<file path="src/loop_det_pkg.sv">
package loop_det_pkg;

    localparam int CLK_PERIOD_NS    = 10;
    localparam int TICK_PERIOD_US   = 1000;
    localparam int TICK_CYCLES_DFLT = TICK_PERIOD_US * 1000 / CLK_PERIOD_NS;

    // Suppress input qualification, in microseconds, then in ticks
    localparam int IGNORE_TIME_US   = 8300;
    localparam int ACCEPT_TIME_US   = 333000;
    localparam int DWELL_TIME_US    = 20000;
    localparam int SPACE_MIN_US     = 16600;
    localparam int SPACE_TIME_US    = 17000;
    localparam int DWELL_TICKS      = (DWELL_TIME_US + TICK_PERIOD_US - 1) / TICK_PERIOD_US;
    localparam int SPACE_TICKS      = (SPACE_TIME_US + TICK_PERIOD_US - 1) / TICK_PERIOD_US;

    // Pulse mode timing
    localparam int PULSE_TIME_MS    = 125;
    localparam int REARM_TIME_MS    = 2000;
    localparam int PULSE_TICKS      = PULSE_TIME_MS * 1000 / TICK_PERIOD_US;
    localparam int REARM_TICKS      = REARM_TIME_MS * 1000 / TICK_PERIOD_US;

    // Register byte offsets
    localparam logic [4:0] OFS_CTRL    = 5'h00;
    localparam logic [4:0] OFS_DE_TIME = 5'h04;
    localparam logic [4:0] OFS_FILTER  = 5'h08;
    localparam logic [4:0] OFS_STATUS  = 5'h0c;
    localparam logic [4:0] OFS_THR0    = 5'h10;

    // Control field positions
    localparam int CTRL_MODE_BIT  = 0;
    localparam int CTRL_SENS_LSB  = 1;
    localparam int CTRL_DE_LSB    = 3;

    // Reset values; thresholds in units of 0.01 percent of loop inductance
    localparam logic [15:0] THR0_RST    = 16'h000d;
    localparam logic [15:0] THR1_RST    = 16'h0020;
    localparam logic [15:0] THR2_RST    = 16'h0064;
    localparam logic [15:0] THR3_RST    = 16'h0140;
    localparam logic [14:0] DE_TIME_RST = 15'h0000;
    localparam logic [7:0]  FILTER_RST  = 8'h02;

    typedef enum logic {
        MODE_PRESENCE = 1'b0,
        MODE_PULSE    = 1'b1
    } out_mode_t;

    typedef enum logic [1:0] {
        DE_NORMAL = 2'b00,
        DE_DELAY  = 2'b01,
        DE_EXTEND = 2'b10
    } de_mode_t;

    typedef struct packed {
        de_mode_t  de_mode;
        logic [1:0] sens_sel;
        out_mode_t mode;
    } ctrl_t;

    typedef struct packed {
        logic de_busy;
        logic pulse_armed;
        logic inhibit;
        logic occupied;
        logic detect;
    } status_t;

endpackage : loop_det_pkg

</file>
<file path="src/loop_det_channel.sv">
// Our own choices: the Avalon-MM slave port and the register addresses.
`timescale 1ns/1ps
module loop_det_channel
    import loop_det_pkg::*;
#(
    parameter int TICK_CYCLES = TICK_CYCLES_DFLT,
    parameter int DELTA_W     = 16
) (
    input  wire logic               ref_clk_i,
    input  wire logic               arst_n_i,
    // Loop front end measurement, same clock domain
    input  wire logic [DELTA_W-1:0] loop_delta_i,
    // Timing suppress pin, active high when on
    input  wire logic               inhibit_i,
    // Avalon-MM slave
    input  wire logic [4:0]         avs_address,
    input  wire logic               avs_read,
    input  wire logic               avs_write,
    input  wire logic [31:0]        avs_writedata,
    input  wire logic [3:0]         avs_byteenable,
    output logic [31:0]             avs_readdata,
    output logic                    avs_waitrequest,
    // Detection output to the signal controller
    output logic                    det_o
);

    typedef enum logic [1:0] {
        P_IDLE  = 2'b00,
        P_PULSE = 2'b01,
        P_HELD  = 2'b10,
        P_WAIT  = 2'b11
    } pulse_state_t;

    typedef enum logic [1:0] {
        D_OFF   = 2'b00,
        D_DELAY = 2'b01,
        D_ON    = 2'b10,
        D_EXT   = 2'b11
    } de_state_t;

    logic                tick;
    logic                inhibit;
    ctrl_t               ctrl_q;
    logic [14:0]         de_time_q;
    logic [7:0]          filter_q;
    logic [15:0]         thr_q [4];
    logic                occ_q;
    logic [7:0]          flt_cnt_q;
    logic [DELTA_W-1:0]  base_q;
    pulse_state_t        p_state_q, p_state_d;
    logic [11:0]         p_cnt_q, p_cnt_d;
    de_state_t           de_state_q, de_state_d;
    logic [14:0]         de_cnt_q, de_cnt_d;
    status_t             status;

    tick_gen #(
        .TICK_CYCLES (TICK_CYCLES)
    ) u_tick (
        .ref_clk_i (ref_clk_i),
        .arst_n_i  (arst_n_i),
        .tick_o    (tick)
    );

    suppress_qual u_qual (
        .ref_clk_i (ref_clk_i),
        .arst_n_i  (arst_n_i),
        .tick_i    (tick),
        .pin_i     (inhibit_i),
        .level_o   (inhibit)
    );

    // Bus slave: one wait cycle, then the answer
    wire        req     = avs_read || avs_write;
    wire        done    = req && !avs_waitrequest;
    wire        wr_en   = done && avs_write;
    wire        sel_ctl = (avs_address == OFS_CTRL);
    wire        sel_det = (avs_address == OFS_DE_TIME);
    wire        sel_flt = (avs_address == OFS_FILTER);
    wire        sel_sts = (avs_address == OFS_STATUS);
    wire        sel_thr = (avs_address[4] == OFS_THR0[4]) && (avs_address[1:0] == 2'b00);
    wire [1:0]  thr_idx = avs_address[3:2];

    assign status.detect      = det_o;
    assign status.occupied    = occ_q;
    assign status.inhibit     = inhibit;
    assign status.pulse_armed = (p_state_q == P_IDLE);
    assign status.de_busy     = (de_state_q == D_DELAY) || (de_state_q == D_EXT);

    wire [31:0] rd_mux = sel_ctl ? {27'h0, ctrl_q} :
                         sel_det ? {17'h0, de_time_q} :
                         sel_flt ? {24'h0, filter_q} :
                         sel_sts ? {27'h0, status} :
                         sel_thr ? {16'h0, thr_q[thr_idx]} : 32'h0;

    always_ff @(posedge ref_clk_i or negedge arst_n_i) begin
        if (!arst_n_i) begin
            avs_waitrequest <= 1'b1;
            avs_readdata    <= 32'h0;
        end else begin
            avs_waitrequest <= !(req && avs_waitrequest);
            if (req && avs_waitrequest) begin
                avs_readdata <= avs_read ? rd_mux : 32'h0;
            end
        end
    end

    always_ff @(posedge ref_clk_i or negedge arst_n_i) begin
        if (!arst_n_i) begin
            ctrl_q    <= '{de_mode: DE_NORMAL, sens_sel: 2'b00, mode: MODE_PRESENCE};
            de_time_q <= DE_TIME_RST;
            filter_q  <= FILTER_RST;
        end else begin
            if (wr_en && sel_ctl && avs_byteenable[0]) begin
                ctrl_q <= ctrl_t'(avs_writedata[4:0]);
            end
            if (wr_en && sel_det && avs_byteenable[0]) begin
                de_time_q[7:0] <= avs_writedata[7:0];
            end
            if (wr_en && sel_det && avs_byteenable[1]) begin
                de_time_q[14:8] <= avs_writedata[14:8];
            end
            if (wr_en && sel_flt && avs_byteenable[0]) begin
                filter_q <= avs_writedata[7:0];
            end
        end
    end

    // Threshold table, one register per sensitivity selection
    localparam logic [15:0] THR_RST [4] = '{THR0_RST, THR1_RST, THR2_RST, THR3_RST};
    for (genvar i = 0; i < 4; i++) begin : g_thr
        wire wr_lo = wr_en && sel_thr && (thr_idx == 2'(i)) && avs_byteenable[0];
        wire wr_hi = wr_en && sel_thr && (thr_idx == 2'(i)) && avs_byteenable[1];
        always_ff @(posedge ref_clk_i or negedge arst_n_i) begin
            if (!arst_n_i) begin
                thr_q[i] <= THR_RST[i];
            end else begin
                if (wr_lo) begin
                    thr_q[i][7:0] <= avs_writedata[7:0];
                end
                if (wr_hi) begin
                    thr_q[i][15:8] <= avs_writedata[15:8];
                end
            end
        end
    end

    // Occupancy: change above re-armed baseline versus selected threshold
    wire [DELTA_W-1:0] thr_sel = DELTA_W'(thr_q[ctrl_q.sens_sel]);
    wire [DELTA_W-1:0] rel     = (loop_delta_i >= base_q) ? loop_delta_i - base_q
                                                          : '0;
    wire               raw_occ = (rel >= thr_sel);
    wire               flt_hit = (9'(flt_cnt_q) + 9'h1 >= 9'(filter_q));

    always_ff @(posedge ref_clk_i or negedge arst_n_i) begin
        if (!arst_n_i) begin
            occ_q     <= 1'b0;
            flt_cnt_q <= 8'h0;
        end else if (tick) begin
            if (raw_occ == occ_q) begin
                flt_cnt_q <= 8'h0;
            end else if (flt_hit) begin
                occ_q     <= raw_occ;
                flt_cnt_q <= 8'h0;
            end else begin
                flt_cnt_q <= flt_cnt_q + 8'h1;
            end
        end
    end

    // Pulse mode sequencer
    wire pulse_mode = (ctrl_q.mode == MODE_PULSE);
    wire rearm      = (p_state_q == P_HELD) && tick && occ_q
                   && (p_cnt_q + 12'h1 >= 12'(REARM_TICKS));

    always_comb begin
        p_state_d = p_state_q;
        p_cnt_d   = p_cnt_q;
        unique case (p_state_q)
            P_IDLE: begin
                p_cnt_d = 12'h0;
                if (occ_q && pulse_mode) begin
                    p_state_d = P_PULSE;
                end
            end
            P_PULSE: begin
                if (tick) begin
                    p_cnt_d = p_cnt_q + 12'h1;
                end
                if (tick && p_cnt_q + 12'h1 >= 12'(PULSE_TICKS)) begin
                    p_state_d = P_HELD;
                    p_cnt_d   = 12'h0;
                end
            end
            P_HELD: begin
                if (!occ_q) begin
                    p_state_d = P_IDLE;
                end else if (rearm) begin
                    p_state_d = P_WAIT;
                end else if (tick) begin
                    p_cnt_d = p_cnt_q + 12'h1;
                end
            end
            P_WAIT: begin
                p_cnt_d = 12'h0;
                if (!occ_q) begin
                    p_state_d = P_IDLE;
                end
            end
        endcase
        if (!pulse_mode) begin
            p_state_d = P_IDLE;
        end
    end

    always_ff @(posedge ref_clk_i or negedge arst_n_i) begin
        if (!arst_n_i) begin
            p_state_q <= P_IDLE;
            p_cnt_q   <= 12'h0;
            base_q    <= '0;
        end else begin
            p_state_q <= p_state_d;
            p_cnt_q   <= p_cnt_d;
            if (!pulse_mode || loop_delta_i < thr_sel) begin
                base_q <= '0;
            end else if (rearm) begin
                base_q <= loop_delta_i;
            end
        end
    end

    // Delay and extension stage
    wire src    = pulse_mode ? (p_state_q == P_PULSE) : occ_q;
    wire bypass = inhibit || (de_time_q == 15'h0)
               || (ctrl_q.de_mode != DE_DELAY && ctrl_q.de_mode != DE_EXTEND);
    wire de_hit = (de_cnt_q + 15'h1 >= de_time_q);

    always_comb begin
        de_state_d = de_state_q;
        de_cnt_d   = de_cnt_q;
        unique case (de_state_q)
            D_OFF: begin
                de_cnt_d = 15'h0;
                if (src) begin
                    de_state_d = (!bypass && ctrl_q.de_mode == DE_DELAY) ? D_DELAY : D_ON;
                end
            end
            D_DELAY: begin
                if (!src) begin
                    de_state_d = D_OFF;
                    de_cnt_d   = 15'h0;
                end else if (bypass) begin
                    de_state_d = D_ON;
                end else if (tick && de_hit) begin
                    de_state_d = D_ON;
                end else if (tick) begin
                    de_cnt_d = de_cnt_q + 15'h1;
                end
            end
            D_ON: begin
                de_cnt_d = 15'h0;
                if (!src) begin
                    de_state_d = (!bypass && ctrl_q.de_mode == DE_EXTEND) ? D_EXT : D_OFF;
                end
            end
            D_EXT: begin
                if (src) begin
                    de_state_d = D_ON;
                    de_cnt_d   = 15'h0;
                end else if (bypass) begin
                    de_state_d = D_OFF;
                end else if (tick && de_hit) begin
                    de_state_d = D_OFF;
                end else if (tick) begin
                    de_cnt_d = de_cnt_q + 15'h1;
                end
            end
        endcase
    end

    always_ff @(posedge ref_clk_i or negedge arst_n_i) begin
        if (!arst_n_i) begin
            de_state_q <= D_OFF;
            de_cnt_q   <= 15'h0;
            det_o      <= 1'b0;
        end else begin
            de_state_q <= de_state_d;
            de_cnt_q   <= de_cnt_d;
            det_o      <= (de_state_d == D_ON) || (de_state_d == D_EXT);
        end
    end

endmodule : loop_det_channel

</file>
<file path="src/suppress_qual.sv">
`timescale 1ns/1ps
module suppress_qual
    import loop_det_pkg::*;
(
    input  wire logic ref_clk_i,
    input  wire logic arst_n_i,
    input  wire logic tick_i,
    input  wire logic pin_i,
    output logic      level_o
);
    logic       s1_q, s2_q, s3_q;
    logic [9:0] dwell_q;
    logic [9:0] since_rise_q;
    logic [9:0] since_fall_q;

    wire agree    = (s2_q == s3_q);
    wire differs  = agree && (s3_q != level_o);
    wire dwell_ok = (dwell_q + 10'h1 >= 10'(DWELL_TICKS));
    wire space_ok = s3_q ? (since_rise_q >= 10'(SPACE_TICKS))
                         : (since_fall_q >= 10'(SPACE_TICKS));
    wire accept   = tick_i && differs && dwell_ok && space_ok;

    always_ff @(posedge ref_clk_i or negedge arst_n_i) begin
        if (!arst_n_i) begin
            s1_q <= 1'b0;
            s2_q <= 1'b0;
            s3_q <= 1'b0;
        end else begin
            s1_q <= pin_i;
            s2_q <= s1_q;
            s3_q <= s2_q;
        end
    end

    always_ff @(posedge ref_clk_i or negedge arst_n_i) begin
        if (!arst_n_i) begin
            dwell_q      <= 10'h0;
            since_rise_q <= 10'h3ff;
            since_fall_q <= 10'h3ff;
            level_o      <= 1'b0;
        end else begin
            if (agree && !differs) begin
                dwell_q <= 10'h0;
            end else if (tick_i && differs && !dwell_ok) begin
                dwell_q <= dwell_q + 10'h1;
            end
            if (accept) begin
                level_o <= s3_q;
                dwell_q <= 10'h0;
            end
            if (accept && s3_q) begin
                since_rise_q <= 10'h0;
            end else if (tick_i && since_rise_q != 10'h3ff) begin
                since_rise_q <= since_rise_q + 10'h1;
            end
            if (accept && !s3_q) begin
                since_fall_q <= 10'h0;
            end else if (tick_i && since_fall_q != 10'h3ff) begin
                since_fall_q <= since_fall_q + 10'h1;
            end
        end
    end
endmodule : suppress_qual

</file>
<file path="src/tick_gen.sv">
`timescale 1ns/1ps
module tick_gen
    import loop_det_pkg::*;
#(
    parameter int TICK_CYCLES = TICK_CYCLES_DFLT
) (
    input  wire logic ref_clk_i,
    input  wire logic arst_n_i,
    output logic      tick_o
);
    logic [31:0] cnt_q;
    wire         wrap = (cnt_q == 32'(TICK_CYCLES - 1));

    always_ff @(posedge ref_clk_i or negedge arst_n_i) begin
        if (!arst_n_i) begin
            cnt_q  <= 32'h0;
            tick_o <= 1'b0;
        end else begin
            cnt_q  <= wrap ? 32'h0 : cnt_q + 32'h1;
            tick_o <= wrap;
        end
    end
endmodule : tick_gen
</file>
<file path="config.mk">
export PLATFORM = sky130hd
export DESIGN_NAME = loop_det_channel
export DESIGN_NICKNAME = d
export VERILOG_FILES = /design/src/loop_det_pkg.sv /design/src/loop_det_channel.sv /design/src/suppress_qual.sv /design/src/tick_gen.sv
export SDC_FILE = /design/constraint.sdc
export NUM_CORES = 1
export LEC_CHECK = 0
export ABC_CLOCK_PERIOD_IN_PS = 8510
export BUFFER_PORTS_ARGS = -buffer_cell sky130_fd_sc_hd__buf_2
export CAP_MARGIN = 25
export CORE_UTILIZATION = 45
export DETAILED_ROUTE_END_ITERATION = 10
export GPL_ROUTABILITY_DRIVEN = 0
export HOLD_SLACK_MARGIN = 0.02
export MAX_ROUTING_LAYER = met4
export PLACE_DENSITY = 0.72
export SYNTH_ARGS = -nofsm -noshare
export SYNTH_HDL_FRONTEND = slang
export SYNTH_SLANG_ARGS = --single-unit
</file>
<file path="constraint.sdc">
create_clock -name ref_clk_i -period 8.51 [get_ports ref_clk_i]
set_input_delay 1.702 -clock ref_clk_i [delete_from_list [all_inputs] [get_ports ref_clk_i]]
set_output_delay 1.702 -clock ref_clk_i [all_outputs]
set_load 0.02 [all_outputs]
</file>
### Word level (Yosys, flattened, before mapping)

Cells that the tools add are included.

| storage, ports and cells | value |
|---|---|
| flip-flop bits (word level) | 249 |
| input port bits | 62 |
| output and inout bits | 34 |

| operators by class | value |
|---|---|
| add/subtract/negate cells | 9 |
| $lt $le $gt $ge | 12 |
| equality and inequality tests | 30 |
| multiplexer cells | 56 |
| bitwise operators | 3 |
| reductions and logical operators | 71 |

Operator list:

| kind | number |
|---|---|
| $mux W16 | 13 |
| $mux W15 | 5 |
| $mux W10 | 7 |
| $bmux W16 S2 | 2 |
| $mux W12 | 4 |
| $pmux W15 S3 | 1 |
| $logic_and A1 B1 Y1 | 43 |
| $pmux W12 S3 | 1 |
| $add A32 B1 Y32 const B | 1 |
| $eq A32 B17 Y1 const B | 1 |
| $ge A16 B16 Y1 | 2 |
| $mux W2 | 16 |
| $mux W32 | 1 |
| $add A10 B1 Y10 const B | 3 |
| $ge A10 B5 Y1 const B | 3 |
| $ne A10 B10 Y1 const B | 2 |
| $eq A2 B2 Y1 const B | 9 |
| $lt A16 B16 Y1 | 1 |
| $mux W8 | 2 |
| $pmux W2 S4 | 2 |
| $sub A16 B16 Y16 | 1 |
| $add A15 B1 Y15 const B | 1 |
| $ge A15 B15 Y1 | 1 |
| $logic_not A15 Y1 | 1 |
| other kinds (30) | 58 |

### Depth between registers and ports, before layout

Gate-level depths: netlist of run 1.

| logic depth | value |
|---|---|
| word-level depth | 10 |
| depth in mapped cells | 23 |

### Modules after synthesis

From an unflattened synthesis of run 1, not the netlist that was laid out.

| second synthesis, totals | value |
|---|---|
| cells, all modules | 1402 |
| area total of the unflattened synthesis | 14331.2 um^2 |

By module, submodules not included:

| module | times used | cells an instance | area each (um^2) | sequential area each (um^2) |
|---|---|---|---|---|
| loop_det_channel | 1 | 1060 | 10826.6 | 4167.7 |
| suppress_qual | 1 | 188 | 1891.8 | 875.8 |
| tick_gen | 1 | 154 | 1612.8 | 825.8 |

### Worst setup path before layout of run 1

No wires, ideal clock.

| path | value |
|---|---|
| kind | in2reg |
| from | in loop_delta_i[0] |
| to | reg flt_cnt_q[5] |
| setup time | 0.078 ns |
| data arrival time | 5.524 ns |
| slack | 2.908 ns |
| stages | 23 |
| buffers on the path | 2 |
| cells stage by stage | inv_1 > ha_1 > inv_1 > fa_1 > a21o_1 > a21o_1 > a221oi_2 > a21oi_1 > o41a_1 > o2111ai_1 > and2_1 > buf_4 > buf_6 > nor2_1 > ha_1 > a21o_1 > a21o_1 > a21oi_1 > o21ai_0 > a21oi_1 > xnor2_1 > nand2_1 > o2bb2ai_1 |

| on the way | value |
|---|---|
| word-level cells in the longest chain between the ends | 5 |
| elaborated cells between the ends (all ways) | 6 |

Ends and longest elaborated chain:

| element | RTL line | RTL |
|---|---|---|
| from (decl) | loop_det_channel.sv:12 | `input wire logic [DELTA_W-1:0] loop_delta_i,` |
| $sub A16 B16 Y16 / $ge A16 B16 Y1 (equally long branches) | loop_det_channel.sv:149 | `wire [DELTA_W-1:0] rel = (loop_delta_i >= base_q) ? loop_delta_i - base_q` |
| $mux W16 * | loop_det_channel.sv:149 |  |
| $ge A16 B16 Y1 * | loop_det_channel.sv:151 | `wire raw_occ = (rel >= thr_sel);` |
| $eq A1 B1 Y1 * | loop_det_channel.sv:159 | `if (raw_occ == occ_q) begin` |
| $mux W8 * | loop_det_channel.sv:159 |  |
| to (signal assigned) | loop_det_channel.sv:165 | `flt_cnt_q <= flt_cnt_q + 8'h1;` |
| to (decl) | loop_det_channel.sv:48 | `logic [7:0] flt_cnt_q;` |

Every way passes the cells marked *; elsewhere a longest branch is shown, timed or not.
A chain may end at the register's enable or synchronous reset.

### Worst setup path after layout of run 1

| path | value |
|---|---|
| from | in loop_delta_i[0] |
| to | reg flt_cnt_q[6] |

Same word-level chain as after synthesis.

==> results of run 1 <==
[flip-flops by register name (all words and copies together) (netlist names), 4 cells and up]
signal	count
avs_readdata	16
flt_cnt_q	8
de_cnt_q	15
u_qual.since_fall_q	10
u_qual.since_rise_q	10
u_qual.dwell_q	10
filter_q	8
ctrl_q	4
u_tick.cnt_q	32
base_q	16
de_time_q	15
thr_q	64
p_cnt_q	12
[final cells by class]
type / count / share of cell area
Antenna cell: 2 / 0.000320
Timing Repair Buffer: 71 / 0.0250
Sequential cell: 233 / 0.376
Multi-Input combinational cell: 1007 / 0.483
Inverter: 81 / 0.0195
Clock inverter: 18 / 0.0192
Clock buffer: 32 / 0.0457
Tap cell: 396 / 0.0317
[path summary, 6_finish.rpt]
check | cells past startpoint | to
max | 22 | flt_cnt_q[6]
min | 0 | u_qual.s2_q
max reg2reg | 20 | flt_cnt_q[6]
min reg2reg | 0 | u_qual.s2_q
max in group asynchronous | 2 | de_cnt_q[13]
min in group asynchronous | 1 | u_tick.cnt_q[23]
[layer usage]
metal,wire length (µm),vias up,track usage,part of all wire
met5,0,-,-,0
met4,741,0,0.0597,0.024
met3,1670,51,0.0358,0.054
met2,14300,223,0.319,0.47
met1,13900,5076,0.265,0.46
li1,-,5018,-,-
[placed cells by master, fill, tap and decap left out, types with 5 or more instances in the layout]
| master | instances |
|---|---|
| o31ai_1 | 5 |
| nand3_1 | 48 |
| buf_4 | 10 |
| xnor2_1 | 42 |
| dfstp_2 | 31 |
| mux2_2 | 72 |
| ha_1 | 85 |
| a222oi_1 | 7 |
| o21a_1 | 6 |
| conb_1 | 16 |
| o21ai_0 | 69 |
| dfrtp_1 | 202 |
| a21oi_1 | 55 |
| nor4_1 | 18 |
| inv_1 | 80 |
| buf_2 | 60 |
| or2_2 | 6 |
| xor2_1 | 40 |
| and2_1 | 14 |
| clkbuf_16 | 27 |
| or3_1 | 18 |
| mux2i_1 | 24 |
| and3_1 | 25 |
| a22oi_1 | 12 |
| nand2_1 | 109 |
| a211oi_1 | 6 |
| a22o_1 | 5 |
| nor2b_1 | 13 |
| bufinv_16 | 7 |
| o211ai_1 | 12 |
| nor3_1 | 15 |
| nand4_1 | 23 |
| a21o_1 | 25 |
| nand2b_1 | 7 |
| mux4_2 | 32 |
| nor2_1 | 112 |
| o2bb2ai_1 | 6 |
| a31oi_1 | 7 |
[power groups by stage]
| stage | sequential, mW | combinational, mW | clock [mW] |
|---|---|---|---|
| CTS | 1.20 | 0.310 | 1.33 |
| global route | 1.21 | 0.347 | 1.38 |
| finish | 1.20 | 0.307 | 1.31 |
| global placement | 1.22 | 0.297 | 0 |
| detailed placement | 1.22 | 0.307 | 0 |
| floorplan | 1.21 | 0.213 | 0 |
[kinds of logic (layout without fill, tap and decap cells)]
family,after synthesis,in the layout,synth area share
other,1,18,0.000267
muxes,128,128,0.126
xor gates and xnor gates,82,82,0.0512
buffers and inverters,147,202,0.0480
adders and majority gates,86,86,0.0772
AOI/OAI and AO/OA,259,259,0.124
and+or+nand+nor,436,436,0.155
DFF,233,233,0.418
[worst max-delay path: cells and delay by family]
family | cells | cell delay (ns)
AOI/OAI and AO/OA | 12 | 2.67
adders and majority gates | 3 | 0.86
and+or+nand+nor | 3 | 0.78
xor gates and xnor gates | 1 | 0.28
buffers and inverters | 3 | 0.25
==> impl_metrics.ini, run 1 <==
[setup_path]
critPathLaunch = loop_delta_i[0]
cp.required_ns = 8.98
cpMostUsedCell = a21oi_1
worstPathMaxFanout = 15
worstSetupPathType = input port to register
endpoint_kind = register
crit_path_start_kind = input port
cp_slowest_cell = and2_1
r2r_start = base_q[0]
cpPeakStageDelay_ns = 0.46
cp_data_arrival_time_ns = 6.54
r2r_slack_ns = 3.44
cp_cell_sequence = buf_2 -> inv_1 -> ha_1 -> inv_1 -> fa_1 -> a21o_1 -> a21o_1 -> a221oi_2 -> a21oi_1 -> o41a_1 -> o2111ai_1 -> and2_1 -> nor2_1 -> ha_1 -> a21oi_1 -> o21ai_0 -> a31oi_1 -> o21ai_0 -> a21oi_1 -> xnor2_1 -> nand2_1 -> o2bb2ai_1

[run]
timing.max_cap.violations = 0

[route]
drtIter0Drc = 555
wl_per_cell_um = 16.6
drc = 0
drt_wl_total_um = 30600
via_per_inst = 5.63
ant_nets = 0
firstDrtPassIters = 6
vias = 10400

[clock_network]
holdBufCountCts = 0
cts-root-buf = clkbuf_16
cts_resized = 0
post-cts-setup-buffer-count = 0
htree_levels = 1
clk_path_buf_depth = 3
cts_buffers = 27
clk_pin_slew_ns = 0.06
worstSkewPairLatency_ns = 0.56
clock-sinks = 233
cts_tree = built

[logic_synthesis]
avgSynthCellArea_um2 = 10.2
synth_ff_type = dfrtp_1
syn_inst = 1372
synth_top_area_cell = dfrtp_1
ys_seq_area_frac = 0.418
synth_area_leaders = dfrtp_1 36%, ha_1 7.6%, dfstp_2 5.8%, mux2_2 5.8%, mux4_2 5.1%
yosysTopAreaCellShare = 0.360
synth-edff-count = 0
synth_common_cells = 202 x dfrtp_1, 112 x nor2_1, 109 x nand2_1
async_reset_ff_frac = 1.00
syn_area_um2 = 14000
ys_ff_latch = 233
yosysWarnings = 0
yosysMostFrequentCell = dfrtp_1
ys_types = 84

[sta]
hold_ws_ns = 0.360
slew-limit-headroom = 0.364
fin_crit_sh = 0.713
final_max_slew_viol_count = 0
rsz0062_at_grt = false
fmax_mhz = 165
tightest_slew_ns = 0.954
worst_clock_skew_ns = 0.0128
fin_ws_ns = 2.44
finalSetupTns_ns = 0
hold_viol = 0
period_minus_slack_ns = 6.07
setup_viol = 0

[final_layout]
finalInstanceArea_um2 = 15600
instances_no_fill = 1840
regArea_um2 = 5870
final_layout_size_suffix_gt1_frac = 0.192
utilization = 0.511
fin_nets = 1569
multiInputGateArea_um2 = 7540
fillers = 2647
syn2layout_area_growth_pct = 11.4

[power]
p_clk_frac = 0.464
total_power_mw = 2.82
vdd_ir_drop_max_mv = 0.143
power_switching_share = 0.251
combPwrFrac = 0.109
p_sw_uw = 707
leakage_nw = 7.15
intPower_mw = 2.11
pwr-share-seq = 0.427
powerDensity_nw_per_um2 = 180

[floorplan]
io_pins = 96
die-area_um2 = 31900
start_util = 0.459
die_w_um = 179
num_rows = 64
core-area_um2 = 30600
die_y_um = 179

[place]
placed_area_um2 = 14600
dp_slack_ns = 1.88
hpwl_um = 21900
dpl.cell_count = 1788
port_buffers = 61

[global_routing]
grt_pass1_vias = 10000
grt_pass1_wl_um = 50300
grt_max_degree = 123
antenna_found_initial = 2
grt_overflow = 0
grt_use_total = 0.202

[worst_hold_path]
worst_hold_path_type = register to register
hp-start = u_qual.s1_q

[outcome]
outcome = complete, no violations
Power figures use the tool's default switching activity.
==> inputs of run 2 (changes only) <==
Settings changed: ABC_AREA set to 1, ABC_CLOCK_PERIOD_IN_PS 8510 to 5160, PLACE_DENSITY 0.72 to 0.75.
Clock period 8.51 ns to 5.16 ns, I/O delays scaled along.
==> run 2 against run 1 <==
  * Non-clock buffer count is 1 lower
  * Register-to-register slack worse by 2.5 ns
  * Routed wire length is 21% higher
  * Utilization is 0.15 points lower
  * First-iteration DRC count is 60% higher
  * Clock power is 49% higher
  * Area after synthesis is 4.3% higher
  * Final cell count is 33% higher
  * Total power is 62% higher
  * Critical path depth is 3 lower
  * Flip-flop and latch count stayed put
  * Largest power group is now registers
  * Highest routed layer unchanged
==> impl_metrics.ini, run 2 <==
[outcome]
outcome = complete, no violations

[global_routing]
grt_overflow = 0
grt_max_degree = 124
grt_pass1_wl_um = 61000
grt_use_total = 0.231
grt_pass1_vias = 12400
antenna_found_initial = 1

[logic_synthesis]
ys_types = 51
synth_common_cells = 470 x nand2_1, 255 x inv_1, 202 x dfrtp_1
yosysMostFrequentCell = nand2_1
yosysWarnings = 0
ys_ff_latch = 233
async_reset_ff_frac = 1.00
synth_xor_area_frac = 0.0413
avgSynthCellArea_um2 = 7.56
synth-simple-area-share = 0.256
synth_top_area_cell = dfrtp_1
yosys.area_share.adder = 0.0740
syn_inst = 1936
synth-edff-count = 0
synth_top_family_by_area = simple AND/OR/NAND/NOR gates
yosysTopAreaCellShare = 0.345
synth.area.mux_share = 0
synth_ff_type = dfrtp_1
syn_area_um2 = 14600
synth_area_leaders = dfrtp_1 35%, nand2_1 12%, ha_1 7.3%, inv_1 6.5%, o21ai_0 5.9%
synth_compound_area_frac = 0.137
ys_seq_area_frac = 0.401

[clock_network]
clk_pin_slew_ns = 0.06
post-cts-setup-buffer-count = 0
cts-root-buf = clkbuf_16
holdBufCountCts = 0
clock-sinks = 233
cts_buffers = 27
htree_levels = 1
worstSkewPairLatency_ns = 0.54
cts_tree = built
clk_path_buf_depth = 3
cts_resized = 0

[final_layout]
syn2layout_area_growth_pct = 10.7
fin_nets = 2134
utilization = 0.509
final_layout_size_suffix_gt1_frac = 0.0888
regMostFlops = thr_q
instances_no_fill = 2440
reg_top3 = thr_q (64), u_tick.cnt_q (32)
final_cell_mix = 470 x nand2_1, 255 x inv_1, 202 x dfrtp_1
final_common_cell = nand2_1
largest_reg_flops = 64

[setup_path]
cp_data_arrival_time_ns = 4.77
crit_path_start_kind = input port
worstPathMaxFanout = 8
worstSetupPathType = input port to register
endpoint_kind = register
cp.required_ns = 5.63

[run]
timing.max_cap.violations = 0

[route]
vias = 13100
drc = 0
via_per_inst = 5.36
drt_wl_total_um = 37100
drtIter0Drc = 886
wl_per_cell_um = 15.2
ant_nets = 0
firstDrtPassIters = 6

[worst_hold_path]
worst_hold_path_type = register to register

[power]
total_power_mw = 4.55
powerDensity_nw_per_um2 = 281
vdd_ir_drop_max_mv = 0.227
leakage_nw = 7.60

[sta]
fin_ws_ns = 0.865
tightest_slew_ns = 0.839
rsz0062_at_grt = false
slew-limit-headroom = 0.440
fmax_mhz = 233
worst_clock_skew_ns = 0.0104
hold_viol = 0
fin_crit_sh = 0.832
final_max_slew_viol_count = 0
setup_viol = 0
finalSetupTns_ns = 0
period_minus_slack_ns = 4.29

[floorplan]
die_w_um = 182
core-area_um2 = 31800
num_rows = 65
die_y_um = 182
start_util = 0.460
io_pins = 96
die-area_um2 = 33300

[place]
dpl.cell_count = 2391
port_buffers = 61
hpwl_um = 26800
dp_slack_ns = 0.352
## run 2: final cells by class
type                            instances  area, µm²
Clock inverter                          7        110
Multi-Input combinational cell       1392       7510
Clock buffer                           40        785
Fill cell                            3062      15600
Timing Repair Buffer                   70        395
Tap cell                              435        544
Antenna cell                            1       2.50
Inverter                              262        983
Sequential cell                       233       5870
## run 2: kinds of logic (layout without fill, tap and decap cells)
kind of cell / after synthesis / in the layout
buffers and inverters: 326 / 379
and+or+nand+nor: 866 / 866
AOI/OAI and AO/OA: 355 / 355
xor gates and xnor gates: 69 / 69
DFF: 233 / 233
adders and majority gates: 86 / 86
other: 1 / 17
## run 2: worst paths after layout
check	slack (ns)	endpoint	cells past startpoint	from
min in group asynchronous	0.46	u_tick.cnt_q[20]	1	arst_n_i
worst min-delay path	0.35	u_qual.s2_q	0	u_qual.s1_q
worst max-delay path	0.87	flt_cnt_q[1]	19	loop_delta_i[2]
worst min register to register	0.35	u_qual.s2_q	0	u_qual.s1_q
worst max register to register	0.97	de_cnt_q[14]	21	de_cnt_q[0]
max in group asynchronous	3.63	base_q[14]	2	arst_n_i
## run 2: per-stage QoR
step	cell area (µm²)	hold slack [ns]
floorplan	14700	0.331
CTS	16200	0.357
global placement	15300	0.332
global route	16200	0.373
detailed placement	15300	0.340
finish	16200	0.355
## run 2: power breakdown
group          switching (mW)  internal [mW]  total (mW)
Clock                   0.758           1.19        1.95
Combinational           0.416          0.211       0.627
Sequential             0.0708           1.91        1.98
Total                    1.25           3.31        4.55
## run 2: critical path: stages
cell,delay (ns)
buf_2,0.12
ha_1,0.34
nand2_1,0.09
o21ai_0,0.16
inv_1,0.09
o21ai_0,0.30
a21boi_0,0.20
o21ai_0,0.41
nand2_1,0.14
a21oi_1,0.17
nor2_1,0.07
ha_1,0.31
nand4_1,0.14
nor2_1,0.16
nand3_1,0.08
nand3_1,0.18
xor2_1,0.55
nand2_1,0.12
nand2_1,0.10
## run 2: metal layers
| layer | track usage | share of wire |
|---|---|---|
| met4 | 0.0790 | 0.033 |
| met3 | 0.0431 | 0.067 |
| met1 | 0.289 | 0.43 |
| met5 | - | 0 |
| met2 | 0.377 | 0.47 |
==> inputs of run 3 (changes only) <==
Settings changed: ABC_CLOCK_PERIOD_IN_PS 5160 to 3880.
Clock period 5.16 ns to 3.88 ns, I/O delays scaled along.
==> run 3 against run 2 <==
  * First-iteration DRC count rose by 10%
  * Global-route usage up 0.32 points
  * Hold slack lost 0.12 ns
  * Clock skew rose by 0.0020 ns
  * Sequential power is 33% higher
  * Routed wire length is 0.55% higher
  * Largest power group is now clock
  * Highest routed layer unchanged
==> impl_metrics.ini, run 3 (synthesis gave the netlist of run 2 again) <==
[sta]
period_minus_slack_ns = 3.55
fmax_mhz = 282
fin_ws_ns = 0.335
setup_viol = 0
slew-limit-headroom = 0.375
hold_viol = 0
rsz0062_at_grt = false
fin_crit_sh = 0.914
tightest_slew_ns = 0.929
final_max_slew_viol_count = 0
worst_clock_skew_ns = 0.0123

[route]
drt_wl_total_um = 37300
ant_nets = 0
via_per_inst = 5.32
vias = 13200
drc = 0
firstDrtPassIters = 9
drtIter0Drc = 979
wl_per_cell_um = 15.0

[final_layout]
multiInputGateArea_um2 = 7550
regArea_um2 = 5870
syn2layout_area_growth_pct = 13.8
fin_nets = 2176
largest_reg_flops = 64
final_layout_size_suffix_gt1_frac = 0.112
final_cell_mix = 470 x nand2_1, 255 x inv_1, 202 x dfrtp_1
regMostFlops = thr_q
fillers = 2948
instances_no_fill = 2484
finalInstanceArea_um2 = 16600
final_common_cell = nand2_1
reg_top3 = thr_q (64), u_tick.cnt_q (32)

[clock_network]
worstSkewPairLatency_ns = 0.55
clk_pin_slew_ns = 0.06
htree_levels = 1
clock-sinks = 233
cts_buffers = 28
cts_tree = built
cts-root-buf = clkbuf_16
clk_path_buf_depth = 3
holdBufCountCts = 0

[setup_path]
reg2regPathDepth = 22
worstSetupPathType = register to register
critPathLaunch = de_cnt_q[0]
cp.required_ns = 4.35
r2r_slack_ns = 0.33
crit_path_start_kind = register
worstPathMaxFanout = 24
cp_data_arrival_time_ns = 4.01
r2r_start = de_cnt_q[0]
r2r_end = de_cnt_q[8]
endpoint_kind = register

[place]
dpl.cell_count = 2429
placed_area_um2 = 15600
hpwl_um = 27200
dp_slack_ns = -0.359
port_buffers = 61

[run]
timing.max_cap.violations = 0

[global_routing]
grt_pass1_vias = 12700
grt_overflow = 0
grt_use_total = 0.235
grt_max_degree = 94
grt_pass1_wl_um = 62000
antenna_found_initial = 1

[power]
powerDensity_nw_per_um2 = 376
vdd_ir_drop_max_mv = 0.356
total_power_mw = 6.26
leakage_nw = 7.87

[floorplan]
num_rows = 65
die-area_um2 = 33300
die_y_um = 182
core-area_um2 = 31800
io_pins = 96
die_w_um = 182
start_util = 0.460

[worst_hold_path]
worst_hold_path_type = input port to async pin

[outcome]
outcome = complete, no violations
run 3: cell count changes in the layout (fill, tap and decap cells not counted), sizes merged:
cell | before | now
buf | 69 | 111
bufinv | 3 | 4
clkbuf | 41 | 37
clkinv | 6 | 7
clkinvlp | 0 | 3
inv | 260 | 261
run 3: worst max-delay path by stage:
stage	endpoint	slack (ns)	cells after the start
after floorplan	flt_cnt_q[5]	0.26	22
after global placement	flt_cnt_q[5]	-0.28	20
after detailed placement	flt_cnt_q[5]	-0.36	22
after CTS	de_cnt_q[8]	0.10	22
after global routing	flt_cnt_q[5]	0.02	21
final	de_cnt_q[8]	0.33	22
run 3: cell type report:
class / instances / area share
Multi-Input combinational cell: 1392 / 0.453
Sequential cell: 233 / 0.353
Inverter: 262 / 0.0591
Clock buffer: 37 / 0.0478
Timing Repair Buffer: 111 / 0.0437
Tap cell: 435 / 0.0327
Clock inverter: 13 / 0.0107
Antenna cell: 1 / 0.000150
run 3: through the flow:
step	util	TNS [ns]	hold WS [ns]
6_report	0.524	0	0.235
3_3_place_gp	0.491	-2.18	0.377
4_1_cts	0.521	0	0.272
2_1_floorplan	-	0	0.331
3_5_place_dp	0.491	-2.65	0.377
5_1_grt	0.524	0	0.297
run 3: critical path: stages (launching register included):
cell and delay, ns:
dfrtp_1 0.37, ha_2 0.21, nand3_1 0.14, nor2_2 0.19, inv_1 0.09, nor2_1 0.14
nand2_1 0.13, nor3_4 0.16, inv_1 0.10, nor3_4 0.17, xnor2_1 0.17, inv_1 0.07
ha_1 0.31, a21oi_1 0.15, o21ai_0 0.09, a21oi_1 0.15, nand3_1 0.12, nor2_1 0.11
nand2_1 0.07, inv_1 0.09, buf_12 0.16, o21ai_0 0.10, a21oi_1 0.16
run 3: metal layers:
metal  vias to the layer above  GRT usage  share of wire
met5                         -          -              0
met4                         0     0.0887          0.036
met3                        93     0.0371          0.064
met2                       408      0.380           0.47
met1                      6184      0.296           0.43
li1                       6519          -              -
run 3: power breakdown:
group | total [mW] | internal [mW] | switching [mW]
Sequential | 2.64 | 2.54 | 0.0980
Combinational | 0.859 | 0.313 | 0.546
Clock | 2.76 | 1.70 | 1.06
run 3: repair_timing:
action / CTS / global route
endpoints found under the setup margin: 0 / 23
buffers inserted: 0 / 4
resized for setup: 0 / 8
